==> config.mk <==
export PLATFORM = sky130hd
export DESIGN_NAME = dpms_host
export DESIGN_NICKNAME = d
export VERILOG_FILES = /design/src/design/dpms_pkg.sv /design/src/design/dpms_sync.sv /design/src/design/dpms_host.sv
export SDC_FILE = /design/constraint.sdc
export NUM_CORES = 1
export LEC_CHECK = 0
export ABC_AREA = 1
export BUFFER_PORTS_ARGS = -buffer_cell sky130_fd_sc_hd__buf_2
export CAP_MARGIN = 30
export CORE_AREA = 3 3 110 112
export CTS_CLUSTER_DIAMETER = 120
export DETAILED_ROUTE_END_ITERATION = 10
export DIE_AREA = 0 0 113 115
export HOLD_SLACK_MARGIN = 0.15
export PLACE_DENSITY_LB_ADDON = 0.08
export SYNTH_ARGS = -nofsm -noshare
export SYNTH_HDL_FRONTEND = slang
export SYNTH_HIERARCHICAL = 1
export SYNTH_SLANG_ARGS = --single-unit
==> constraint.sdc <==
create_clock -name ref_clk -period 1.9 [get_ports ref_clk]
set_input_delay 0.38 -clock ref_clk [delete_from_list [all_inputs] [get_ports ref_clk]]
set_output_delay 0.38 -clock ref_clk [all_outputs]
set_load 0.05 [all_outputs]
==> src/design/dpms_pkg.sv <==
// Package: constants, types and pin bundles for the dual-port mailbox/semaphore host
`default_nettype none
package dpms_pkg;
    // ==========================================================
    // Widths and clock
    localparam int ADDR_W       = 16;
    localparam int DATA_W       = 18;
    localparam int TOKEN_ADDR_W = 3;
    localparam int CLK_PERIOD_NS = 20;
    localparam int SYNC_STAGES   = 2;

    // ==========================================================
    // Mailbox words of the 64K variant (32K variant: 7fff / 7ffe)
    localparam logic [ADDR_W-1:0] MBOX_RIGHT_ADDR   = 16'hffff;
    localparam logic [ADDR_W-1:0] MBOX_LEFT_ADDR    = 16'hfffe;
    localparam logic [ADDR_W-1:0] MBOX_RIGHT_ADDR_S = 16'h7fff;
    localparam logic [ADDR_W-1:0] MBOX_LEFT_ADDR_S  = 16'h7ffe;

    // ==========================================================
    // Times in ns; plain defaults for the slowest speed grade
    localparam int SELECT_ACCESS_NS      = 25;
    localparam int OE_ACCESS_NS          = 13;
    localparam int FLAG_SETTLE_NS        = 25;
    localparam int WRITE_PULSE_NS        = 22;
    localparam int TOKEN_RECOVERY_NS     = 15;
    localparam int TOKEN_WRITE_READ_NS   = 15;

    // Cycle counts, least times rounded up; access also adds the synchroniser stages
    localparam logic [7:0] SETTLE_CYC =
        8'((FLAG_SETTLE_NS + CLK_PERIOD_NS - 1) / CLK_PERIOD_NS);
    localparam logic [7:0] ACCESS_CYC =
        8'((SELECT_ACCESS_NS + CLK_PERIOD_NS - 1) / CLK_PERIOD_NS + SYNC_STAGES);
    localparam logic [7:0] WRITE_CYC =
        8'((WRITE_PULSE_NS + CLK_PERIOD_NS - 1) / CLK_PERIOD_NS);
    localparam logic [7:0] GAP_CYC =
        8'((TOKEN_RECOVERY_NS + TOKEN_WRITE_READ_NS + OE_ACCESS_NS
            + CLK_PERIOD_NS - 1) / CLK_PERIOD_NS);

    // ==========================================================
    // Commands and states
    typedef enum logic [2:0] {
        OP_READ       = 3'h0,
        OP_WRITE      = 3'h1,
        OP_TOKEN_READ = 3'h2,
        OP_TOKEN_WRITE = 3'h3,
        OP_TOKEN_TAKE = 3'h4
    } dpms_op_type;

    typedef enum logic [2:0] {
        ST_IDLE   = 3'b000,
        ST_SETUP  = 3'b001,
        ST_ACCESS = 3'b011,
        ST_GAP    = 3'b010,
        ST_DONE   = 3'b110
    } dpms_state_type;

    typedef struct packed {
        dpms_op_type         op;
        logic [ADDR_W-1:0]   addr;
        logic [DATA_W-1:0]   wdata;
    } dpms_cmd_type;

    typedef struct packed {
        logic                port_select_n;
        logic                token_latch_select_n;
        logic                output_drive_enable_n;
        logic                read_write_n;
        logic [ADDR_W-1:0]   addr;
        logic [DATA_W-1:0]   dq_o;
        logic                dq_oe;
    } dpms_pins_type;

    localparam dpms_pins_type PINS_IDLE = '{
        port_select_n: 1'b1, token_latch_select_n: 1'b1,
        output_drive_enable_n: 1'b1, read_write_n: 1'b1,
        addr: '0, dq_o: '0, dq_oe: 1'b0};
endpackage : dpms_pkg
`default_nettype wire

==> src/design/dpms_sync.sv <==
// Two-flop synchroniser for asynchronous pin inputs
`default_nettype none
module dpms_sync #(
    parameter int WIDTH = 1
) (
    input  wire logic             ref_clk,
    input  wire logic             arst_n,
    input  wire logic [WIDTH-1:0] rst_val,
    input  wire logic [WIDTH-1:0] d,
    output var  logic [WIDTH-1:0] q
);
    logic [WIDTH-1:0] meta_q;
    logic [WIDTH-1:0] meta_d;
    logic [WIDTH-1:0] q_d;

    always_comb begin
        meta_d = d;
        q_d    = meta_q;
    end

    // Reset loads zero; rst_val is a constant tied at the instance and XORed into q, never a live signal
    always_ff @(posedge ref_clk or negedge arst_n) begin
        if (!arst_n) begin
            meta_q <= '0;
            q      <= '0;
        end else begin
            meta_q <= meta_d;
            q      <= q_d ^ rst_val;
        end
    end
endmodule : dpms_sync
`default_nettype wire

==> src/design/dpms_host.sv <==
// One-port host controller for the dual-port memory: array, mailbox and token cycles
//
// Functional notes
// - Array read: drive select and output enable
// - Token read: token select replaces port select
// - No slave write before busy settles
// - Token access: port select high, bits 0-2
// - Request token: write zero, read back
// - Recovery gap before token read-back
// - Write one to withdraw token claim
`default_nettype none
module dpms_host (
    input  wire logic                          ref_clk,
    input  wire logic                          arst_n,
    // User command side
    input  wire logic                          cmd_valid,
    input  wire dpms_pkg::dpms_cmd_type        cmd,
    output var  logic                          cmd_ready,
    output var  logic                          rsp_valid,
    output var  logic [dpms_pkg::DATA_W-1:0]   rsp_data,
    output var  logic                          rsp_busy_seen,
    output var  logic                          msg_pending,
    output var  logic                          busy_active,
    // Memory port pins
    output var  dpms_pkg::dpms_pins_type       pins,
    input  wire logic [dpms_pkg::DATA_W-1:0]   dq_i,
    input  wire logic                          busy_n_i,
    input  wire logic                          message_flag_n_i
);
    // ==========================================================
    // Pin synchronisers
    logic [dpms_pkg::DATA_W-1:0] dq_s;
    logic [1:0]                  flag_s;

    dpms_sync #(.WIDTH(dpms_pkg::DATA_W)) u_dq_sync (
        .ref_clk (ref_clk),
        .arst_n  (arst_n),
        .rst_val ({dpms_pkg::DATA_W{1'b0}}),
        .d       (dq_i),
        .q       (dq_s)
    );

    // Flags are active low; invert so reset shows them inactive
    dpms_sync #(.WIDTH(2)) u_flag_sync (
        .ref_clk (ref_clk),
        .arst_n  (arst_n),
        .rst_val (2'h0),
        .d       ({~busy_n_i, ~message_flag_n_i}),
        .q       (flag_s)
    );

    // ==========================================================
    // Sequencer state
    dpms_pkg::dpms_state_type state_q, state_d;
    dpms_pkg::dpms_cmd_type   cmd_q, cmd_d;
    dpms_pkg::dpms_pins_type  pins_d;
    logic [7:0]               cnt_q, cnt_d;
    logic                     wr_q, wr_d;
    logic                     token_op;
    logic                     take_op;
    logic                     token_nx;
    logic                     ready_d;
    logic                     rsp_valid_d;
    logic [dpms_pkg::DATA_W-1:0] rsp_data_d;
    logic                     busy_seen_d;

    assign token_op = (cmd_q.op == dpms_pkg::OP_TOKEN_READ)
                   || (cmd_q.op == dpms_pkg::OP_TOKEN_WRITE)
                   || (cmd_q.op == dpms_pkg::OP_TOKEN_TAKE);
    assign take_op  = (cmd_q.op == dpms_pkg::OP_TOKEN_TAKE);
    // Pins are built from the next command, so the accept cycle needs the new kind
    assign token_nx = (cmd_d.op == dpms_pkg::OP_TOKEN_READ)
                   || (cmd_d.op == dpms_pkg::OP_TOKEN_WRITE)
                   || (cmd_d.op == dpms_pkg::OP_TOKEN_TAKE);

    always_comb begin
        state_d     = state_q;
        cmd_d       = cmd_q;
        cnt_d       = cnt_q;
        wr_d        = wr_q;
        ready_d     = 1'b0;
        rsp_valid_d = 1'b0;
        rsp_data_d  = rsp_data;
        busy_seen_d = rsp_busy_seen;
        case (state_q)
            dpms_pkg::ST_IDLE: begin
                ready_d = 1'b1;
                if (cmd_valid && cmd_ready) begin
                    cmd_d       = cmd;
                    wr_d        = (cmd.op == dpms_pkg::OP_WRITE)
                               || (cmd.op == dpms_pkg::OP_TOKEN_WRITE)
                               || (cmd.op == dpms_pkg::OP_TOKEN_TAKE);
                    // A take starts by writing zero as its claim
                    if (cmd.op == dpms_pkg::OP_TOKEN_TAKE) begin
                        cmd_d.wdata = '0;
                    end
                    busy_seen_d = 1'b0;
                    cnt_d       = dpms_pkg::SETTLE_CYC;
                    ready_d     = 1'b0;
                    state_d     = dpms_pkg::ST_SETUP;
                end
            end
            dpms_pkg::ST_SETUP: begin
                if (flag_s[1] && !token_op) begin
                    busy_seen_d = 1'b1;
                end
                if (cnt_q != 8'h00) begin
                    cnt_d = cnt_q - 8'h01;
                end else if (wr_q && !token_op && flag_s[1]) begin
                    // Hold the strobe back while this port lost arbitration
                    state_d = dpms_pkg::ST_SETUP;
                end else begin
                    cnt_d   = wr_q ? dpms_pkg::WRITE_CYC : dpms_pkg::ACCESS_CYC;
                    state_d = dpms_pkg::ST_ACCESS;
                end
            end
            dpms_pkg::ST_ACCESS: begin
                if (flag_s[1] && !token_op) begin
                    busy_seen_d = 1'b1;
                end
                if (cnt_q != 8'h00) begin
                    cnt_d = cnt_q - 8'h01;
                end else begin
                    if (!wr_q) begin
                        rsp_data_d = dq_s;
                    end
                    cnt_d   = dpms_pkg::GAP_CYC;
                    state_d = dpms_pkg::ST_GAP;
                end
            end
            dpms_pkg::ST_GAP: begin
                // Selects stay high so the token read-back sees a fresh cycle
                if (cnt_q != 8'h00) begin
                    cnt_d = cnt_q - 8'h01;
                end else if (take_op && (wr_q || rsp_data[0])) begin
                    // After the claim, keep reading until zero comes back
                    wr_d    = 1'b0;
                    cnt_d   = dpms_pkg::SETTLE_CYC;
                    state_d = dpms_pkg::ST_SETUP;
                end else begin
                    state_d = dpms_pkg::ST_DONE;
                end
            end
            dpms_pkg::ST_DONE: begin
                rsp_valid_d = 1'b1;
                ready_d     = 1'b1;
                state_d     = dpms_pkg::ST_IDLE;
            end
            default: begin
                state_d = dpms_pkg::ST_IDLE;
                ready_d = 1'b0;
            end
        endcase
    end

    // ==========================================================
    // Pin levels follow the next state so they are registered in step
    always_comb begin
        pins_d = dpms_pkg::PINS_IDLE;
        if ((state_d == dpms_pkg::ST_SETUP) || (state_d == dpms_pkg::ST_ACCESS)) begin
            if (token_nx) begin
                // Only the latch index goes out; port select stays high
                pins_d.token_latch_select_n = 1'b0;
                pins_d.addr = {{(dpms_pkg::ADDR_W - dpms_pkg::TOKEN_ADDR_W){1'b0}},
                               cmd_d.addr[dpms_pkg::TOKEN_ADDR_W-1:0]};
            end else begin
                pins_d.port_select_n = 1'b0;
                pins_d.addr          = cmd_d.addr;
            end
            if (wr_d) begin
                // Token writes carry the claim on bit zero; a one withdraws it
                pins_d.dq_o  = cmd_d.wdata;
                pins_d.dq_oe = 1'b1;
                pins_d.read_write_n = (state_d == dpms_pkg::ST_ACCESS) ? 1'b0 : 1'b1;
            end else begin
                pins_d.output_drive_enable_n = 1'b0;
            end
        end
    end

    always_ff @(posedge ref_clk or negedge arst_n) begin
        if (!arst_n) begin
            state_q       <= dpms_pkg::ST_IDLE;
            cmd_q         <= '0;
            cnt_q         <= 8'h00;
            wr_q          <= 1'b0;
            pins          <= dpms_pkg::PINS_IDLE;
            cmd_ready     <= 1'b0;
            rsp_valid     <= 1'b0;
            rsp_data      <= '0;
            rsp_busy_seen <= 1'b0;
            msg_pending   <= 1'b0;
            busy_active   <= 1'b0;
        end else begin
            state_q       <= state_d;
            cmd_q         <= cmd_d;
            cnt_q         <= cnt_d;
            wr_q          <= wr_d;
            pins          <= pins_d;
            cmd_ready     <= ready_d;
            rsp_valid     <= rsp_valid_d;
            rsp_data      <= rsp_data_d;
            rsp_busy_seen <= busy_seen_d;
            msg_pending   <= flag_s[0];
            busy_active   <= flag_s[1];
        end
    end
endmodule : dpms_host
`default_nettype wire

# == Word level (Yosys, flattened, before mapping) ==
# Cells that the tools add are included.
# Widths: inputs -> output; s select.
# word_totals
regBits,151
output_inout_bits,62
wordCells,105
# op_classes
n_addsub,1
eq_ne,19
muxes,36
n_bitwise,4
n_reduce_logical,22
# op_table
cell,count
$mux 37,2
$mux 8,6
$mux 39,1
$pmux 8 s4,1
$eq 3x2->1 const B,8
$mux 19,1
$mux 18,1
$mux 3,6
$mux 16,1
$eq 3x3->1 const B,4
$mux 1,12
$pmux 3 s4,1
$eq 3x1->1 const B,3
$logic_or 1x1->1,8
$reduce_bool 8->1,1
$sub 8x1->8 const B,1
$ne 3x3->1 const B,2
$pmux 1 s2,3
$reduce_and 3->1,2
$logic_and 1x1->1,5
$not 1->1,4
$reduce_and 4->1,1
$reduce_bool 4->1,1
$logic_not 3->1,1
other kinds (6),6

# == Longest topological paths before layout ==
# logic_depth
word_depth,13
depth_mapped,12

# == Cells and area by module ==
# The synthesis kept the hierarchy.
# by_module_without_submodules
mod,instances,cells_each,area_per_inst_um2,seq_area_each_um2
dpms_host,1,469,4708.3,2782.7
dpms_sync at u_dq_sync,1,126,1238.7,900.9
dpms_sync at u_flag_sync,1,14,137.6,100.1

# == Least setup slack after synthesis ==
# OpenSTA, ideal clock, no wires.
# synth_path
kind,reg2reg
startpoint,reg cmd_ready
endpoint,reg pins[27] (netlist bit)
setup_ns,0.127
t_arrival_ns,1.700
setup_slack_ns,0.073
stages_incl_launch_ff,10
period_less_slack_ns,1.827
cell_sequence,dfrtp_1 -> nand2_1 -> nor2_4 -> buf_6 -> nand2_1 -> o21ai_2 -> nand3_2 -> buf_6 -> nand3_1 -> nor2_1
# synth_rtl
item,line_no,source
start: declaration,dpms_host.sv:18,"output var logic cmd_ready,"
start signal: assignment,dpms_host.sv:200,cmd_ready <= ready_d;
end signal: assignment,dpms_host.sv:187,pins <= dpms_pkg::PINS_IDLE;
end signal: assignment,dpms_host.sv:199,pins <= pins_d;
end: declaration,dpms_host.sv:25,"output var dpms_pkg::dpms_pins_type pins,"

==> qor.yml <==
run_status:
  status: "finished, final reports clean"
worst_hold_path:
  holdPathStages: 3
  whs_endpoint: "cmd_q[26]$_DFF_PN0_"
  hold_class: "primary input to register"
  holdCritStartpoint: "cmd[26]"
worst_setup_path:
  max_stage_delay_ps: 390
  crit_chain: "nor2_2 -> nand2_2 -> nor2_4 -> nand2_1 -> nand2_1 -> nand3_2 -> nand3_1 -> nor2_1"
  worstPathMaxFanout: 15
  critPathBufInv: 0
  crit_top_cell: "nand2_1"
  crit_path_top_delay_cell: "dfrtp_1"
  worstReg2RegEnd: "pins[27]$_DFF_PN0_"
  reg2reg_from: "state_q[2]$_DFF_PN0_"
  critical-path-top-delay-family: "simple AND/OR/NAND/NOR gates"
  ff2ff_path_depth: 8
  startpoint_type: "register"
  critPathCaptureType: "register"
  timing_worst_setup_path_type: "register to register"
  arrival_ps: 2040
  cp.required_ps: 2200
  r2r_slack_ps: 170
detailed_routing:
  finalWirelength_um: 12690
  avgViaCountPerCell: 4.612
  num_vias: 4474
  drc: 0
  drtIter0Drc: 245
  ant_nets: 0
  drt-wirelength-per-cell_um: 13.08
  drtPass1Iterations: 5
place:
  dp_hpwl_um: 8668
  place_congestion: 0.8112
  portBuffers: 121
floorplanning:
  pin_count: 122
  coreArea_um2: 11320
  rows: 39
  die_w_um: 113
  start_util: 0.5375
  die-area_um2: 13000
  die_h_um: 115
timing:
  setup_tns_ps: 0
  period_share: 0.9124
  max_freq_mhz: 576.8
  timing.hold.ws_ps: 188.7
  skew_ps: 5.533
  setup_violations: 0
  finalMaxSlewViolations: 0
  rsz0062_at_grt: "false"
  fin_crit_ps: 1734
  hold_viol: 0
layout:
  nets: 876
  diodes: 0
  area_delta_synth_final_pct: 30.76
  layout-drive-gt1-share: 0.2817
  n_fill_cell: 859
global_route:
  first_global_vias: 4507
  grt.overflow.total: 0
  antenna_found_initial: 0
  grt_pass1_wl_um: 21100
  track_usage: 0.2096
  grt_max_degree: 41
power:
  power_density_nw_per_um2: 892.9
  total_leakage_power_uw: 0.004582
  vdd_drop_max_mv: 0.7427
synth:
  ys_ff_latch: 151
  ys_seq_area_frac: 0.6218
  syn_area_per_cell_um2: 9.991
  yosysUniqueCellTypes: 39
  synth_xor_area_frac: 0.002879
  synth_top_family_by_area: "simple AND/OR/NAND/NOR gates"
  synth-compound-area-share: 0.03516
  yosys_warnings: 6
  synthAdderAreaFrac: 0.004113
  netlist_area_um2: 6085
  synth_mux_area_frac: 0.03331
  syn_inst: 609
  yosys.area_share.simple: 0.2139
cts:
  cts_root_buffer: "clkbuf_16"
  clock_latency_ps: 420
  cts.sinks: 151
  cts_buffers: 17
  max-clock-path-buffers: 2
  htree_levels: 4
  clk_pin_slew_worst_paths_ps: 60
  cts_tree: "done"
job:
  max-cap-violations: 0
## worst register-to-register path: stages, from the launching register on
cell and delay (ps):
dfrtp_1 390, nor2_2 160, nand2_2 100, nor2_4 280, nand2_1 80, nand2_1 110, nand3_2 250, nand3_1 200
nor2_1 60
## layout by cell type, fill, tap and decap left out, types with 16 or more instances in the layout
cell type,netlist,layout
nor2_1,44,44
buf_2,5,120
dfrtp_1,147,147
conb_1,1,40
nand2_1,157,156
dlygate4sd3_1,0,21
clkbuf_16,0,17
mux2_2,16,16
o21ai_0,22,22
inv_1,99,99
nand3_1,40,40
## where the power goes
part | total [uW] | internal [uW] | switching, uW
clock network | 3550 | 2260 | 1290
logic | 261 | 111 | 151
registers | 3300 | 3270 | 20.9
total | 7100 | 5640 | 1460
## area by class of cell
class,count,area [um^2],share of cell area
clock buffer,19,452.9,0.05693
clock inverter,13,176.4,0.02217
inverter,106,405.4,0.05095
multi-input combinational,376,1921,0.2414
sequential,151,3784,0.4755
tap,143,178.9,0.02249
timing repair buffer,162,1039,0.1305
## synth_stat cells, drive strengths merged
library cell	instances	area, um^2
xnor2	1	8.760
nor2	63	372.9
dfstp	4	105.1
nand3b	1	7.510
inv	106	405.4
a21oi	1	8.760
o21ai	30	157.7
nand2	160	618.1
or2	3	18.77
clkbuf	1	3.750
dfrtp	147	3679
o2111ai	1	8.760
nand3	44	247.7
mux2	18	202.7
xor2	1	8.760
nand4	4	25.02
and3	1	6.260
buf	14	127.6
nor3	1	5.000
ha	2	25.02
a22o	1	8.760
conb	1	3.750
o31ai	4	30.03
## logic make-up after synthesis
logic type | count (synthesis)
XOR/XNOR | 2
buffers and inverters | 121
AO/OA/AOI/OAI | 37
other | 1
adder cells (fa/ha/maj) | 2
AND/OR/NAND/NOR | 277
flip-flops | 151
multiplexers | 18
## state kept, by name, summed over array words and instances (netlist names), 2 cells and up
name                count
u_dq_sync/q            18
u_dq_sync/meta_q       18
state_q                 3
u_flag_sync/meta_q      2
pins                   39
cmd_q                  37
cnt_q                   8
rsp_data               18
u_flag_sync/q           2
## per-stage QoR
stage                     cell area (um^2)  worst slack [ps]    util  power, uW  std cells
final                                 7956             166.4  0.7028       7105        970
after global routing                  7956             10.53  0.7028       7364        970
after CTS                             7928             94.60  0.7003       7168        968
after detailed placement              7088             115.1  0.6261       3582        915
after global placement                7088             164.9  0.6261       3573        915
after floorplan                       6231             72.89       -       3418        648
## worst max path at each step
stage,from,end,slack [ps],depth (start not counted)
6_report,state_q[2]$_DFF_PN0_,pins[27]$_DFF_PN0_,170,8
3_5_place_dp,cnt_q[0]$_DFFE_PN0P_,cnt_q[1]$_DFFE_PN0P_,120,11
4_1_cts,cnt_q[0]$_DFFE_PN0P_,cnt_q[6]$_DFFE_PN0P_,90,11
5_1_grt,state_q[2]$_DFF_PN0_,pins[28]$_DFF_PN0_,10,8
2_1_floorplan,cmd_ready$_DFF_PN0_,pins[27]$_DFF_PN0_,70,9
3_3_place_gp,cnt_q[0]$_DFFE_PN0P_,cnt_q[1]$_DFFE_PN0P_,160,11
## per-layer routing
metal  vias to the layer above  track usage  share of wire
met3                        18      0.05947          0.057
met2                       115       0.3519           0.50
li1                       2226            -              -
met4                         0      0.08413          0.020
met1                      2115       0.2585           0.43
met5                         -            0              0
## timing repair
action | in CTS | in global routing
buffers inserted | 0 | 2
endpoints found under the hold margin | 52 | 0
hold buffers | 21 | 0
gates resized for setup | 0 | 3
setup endpoints to repair | 0 | 26
Note: power is estimated with default switching activity, not from simulation.
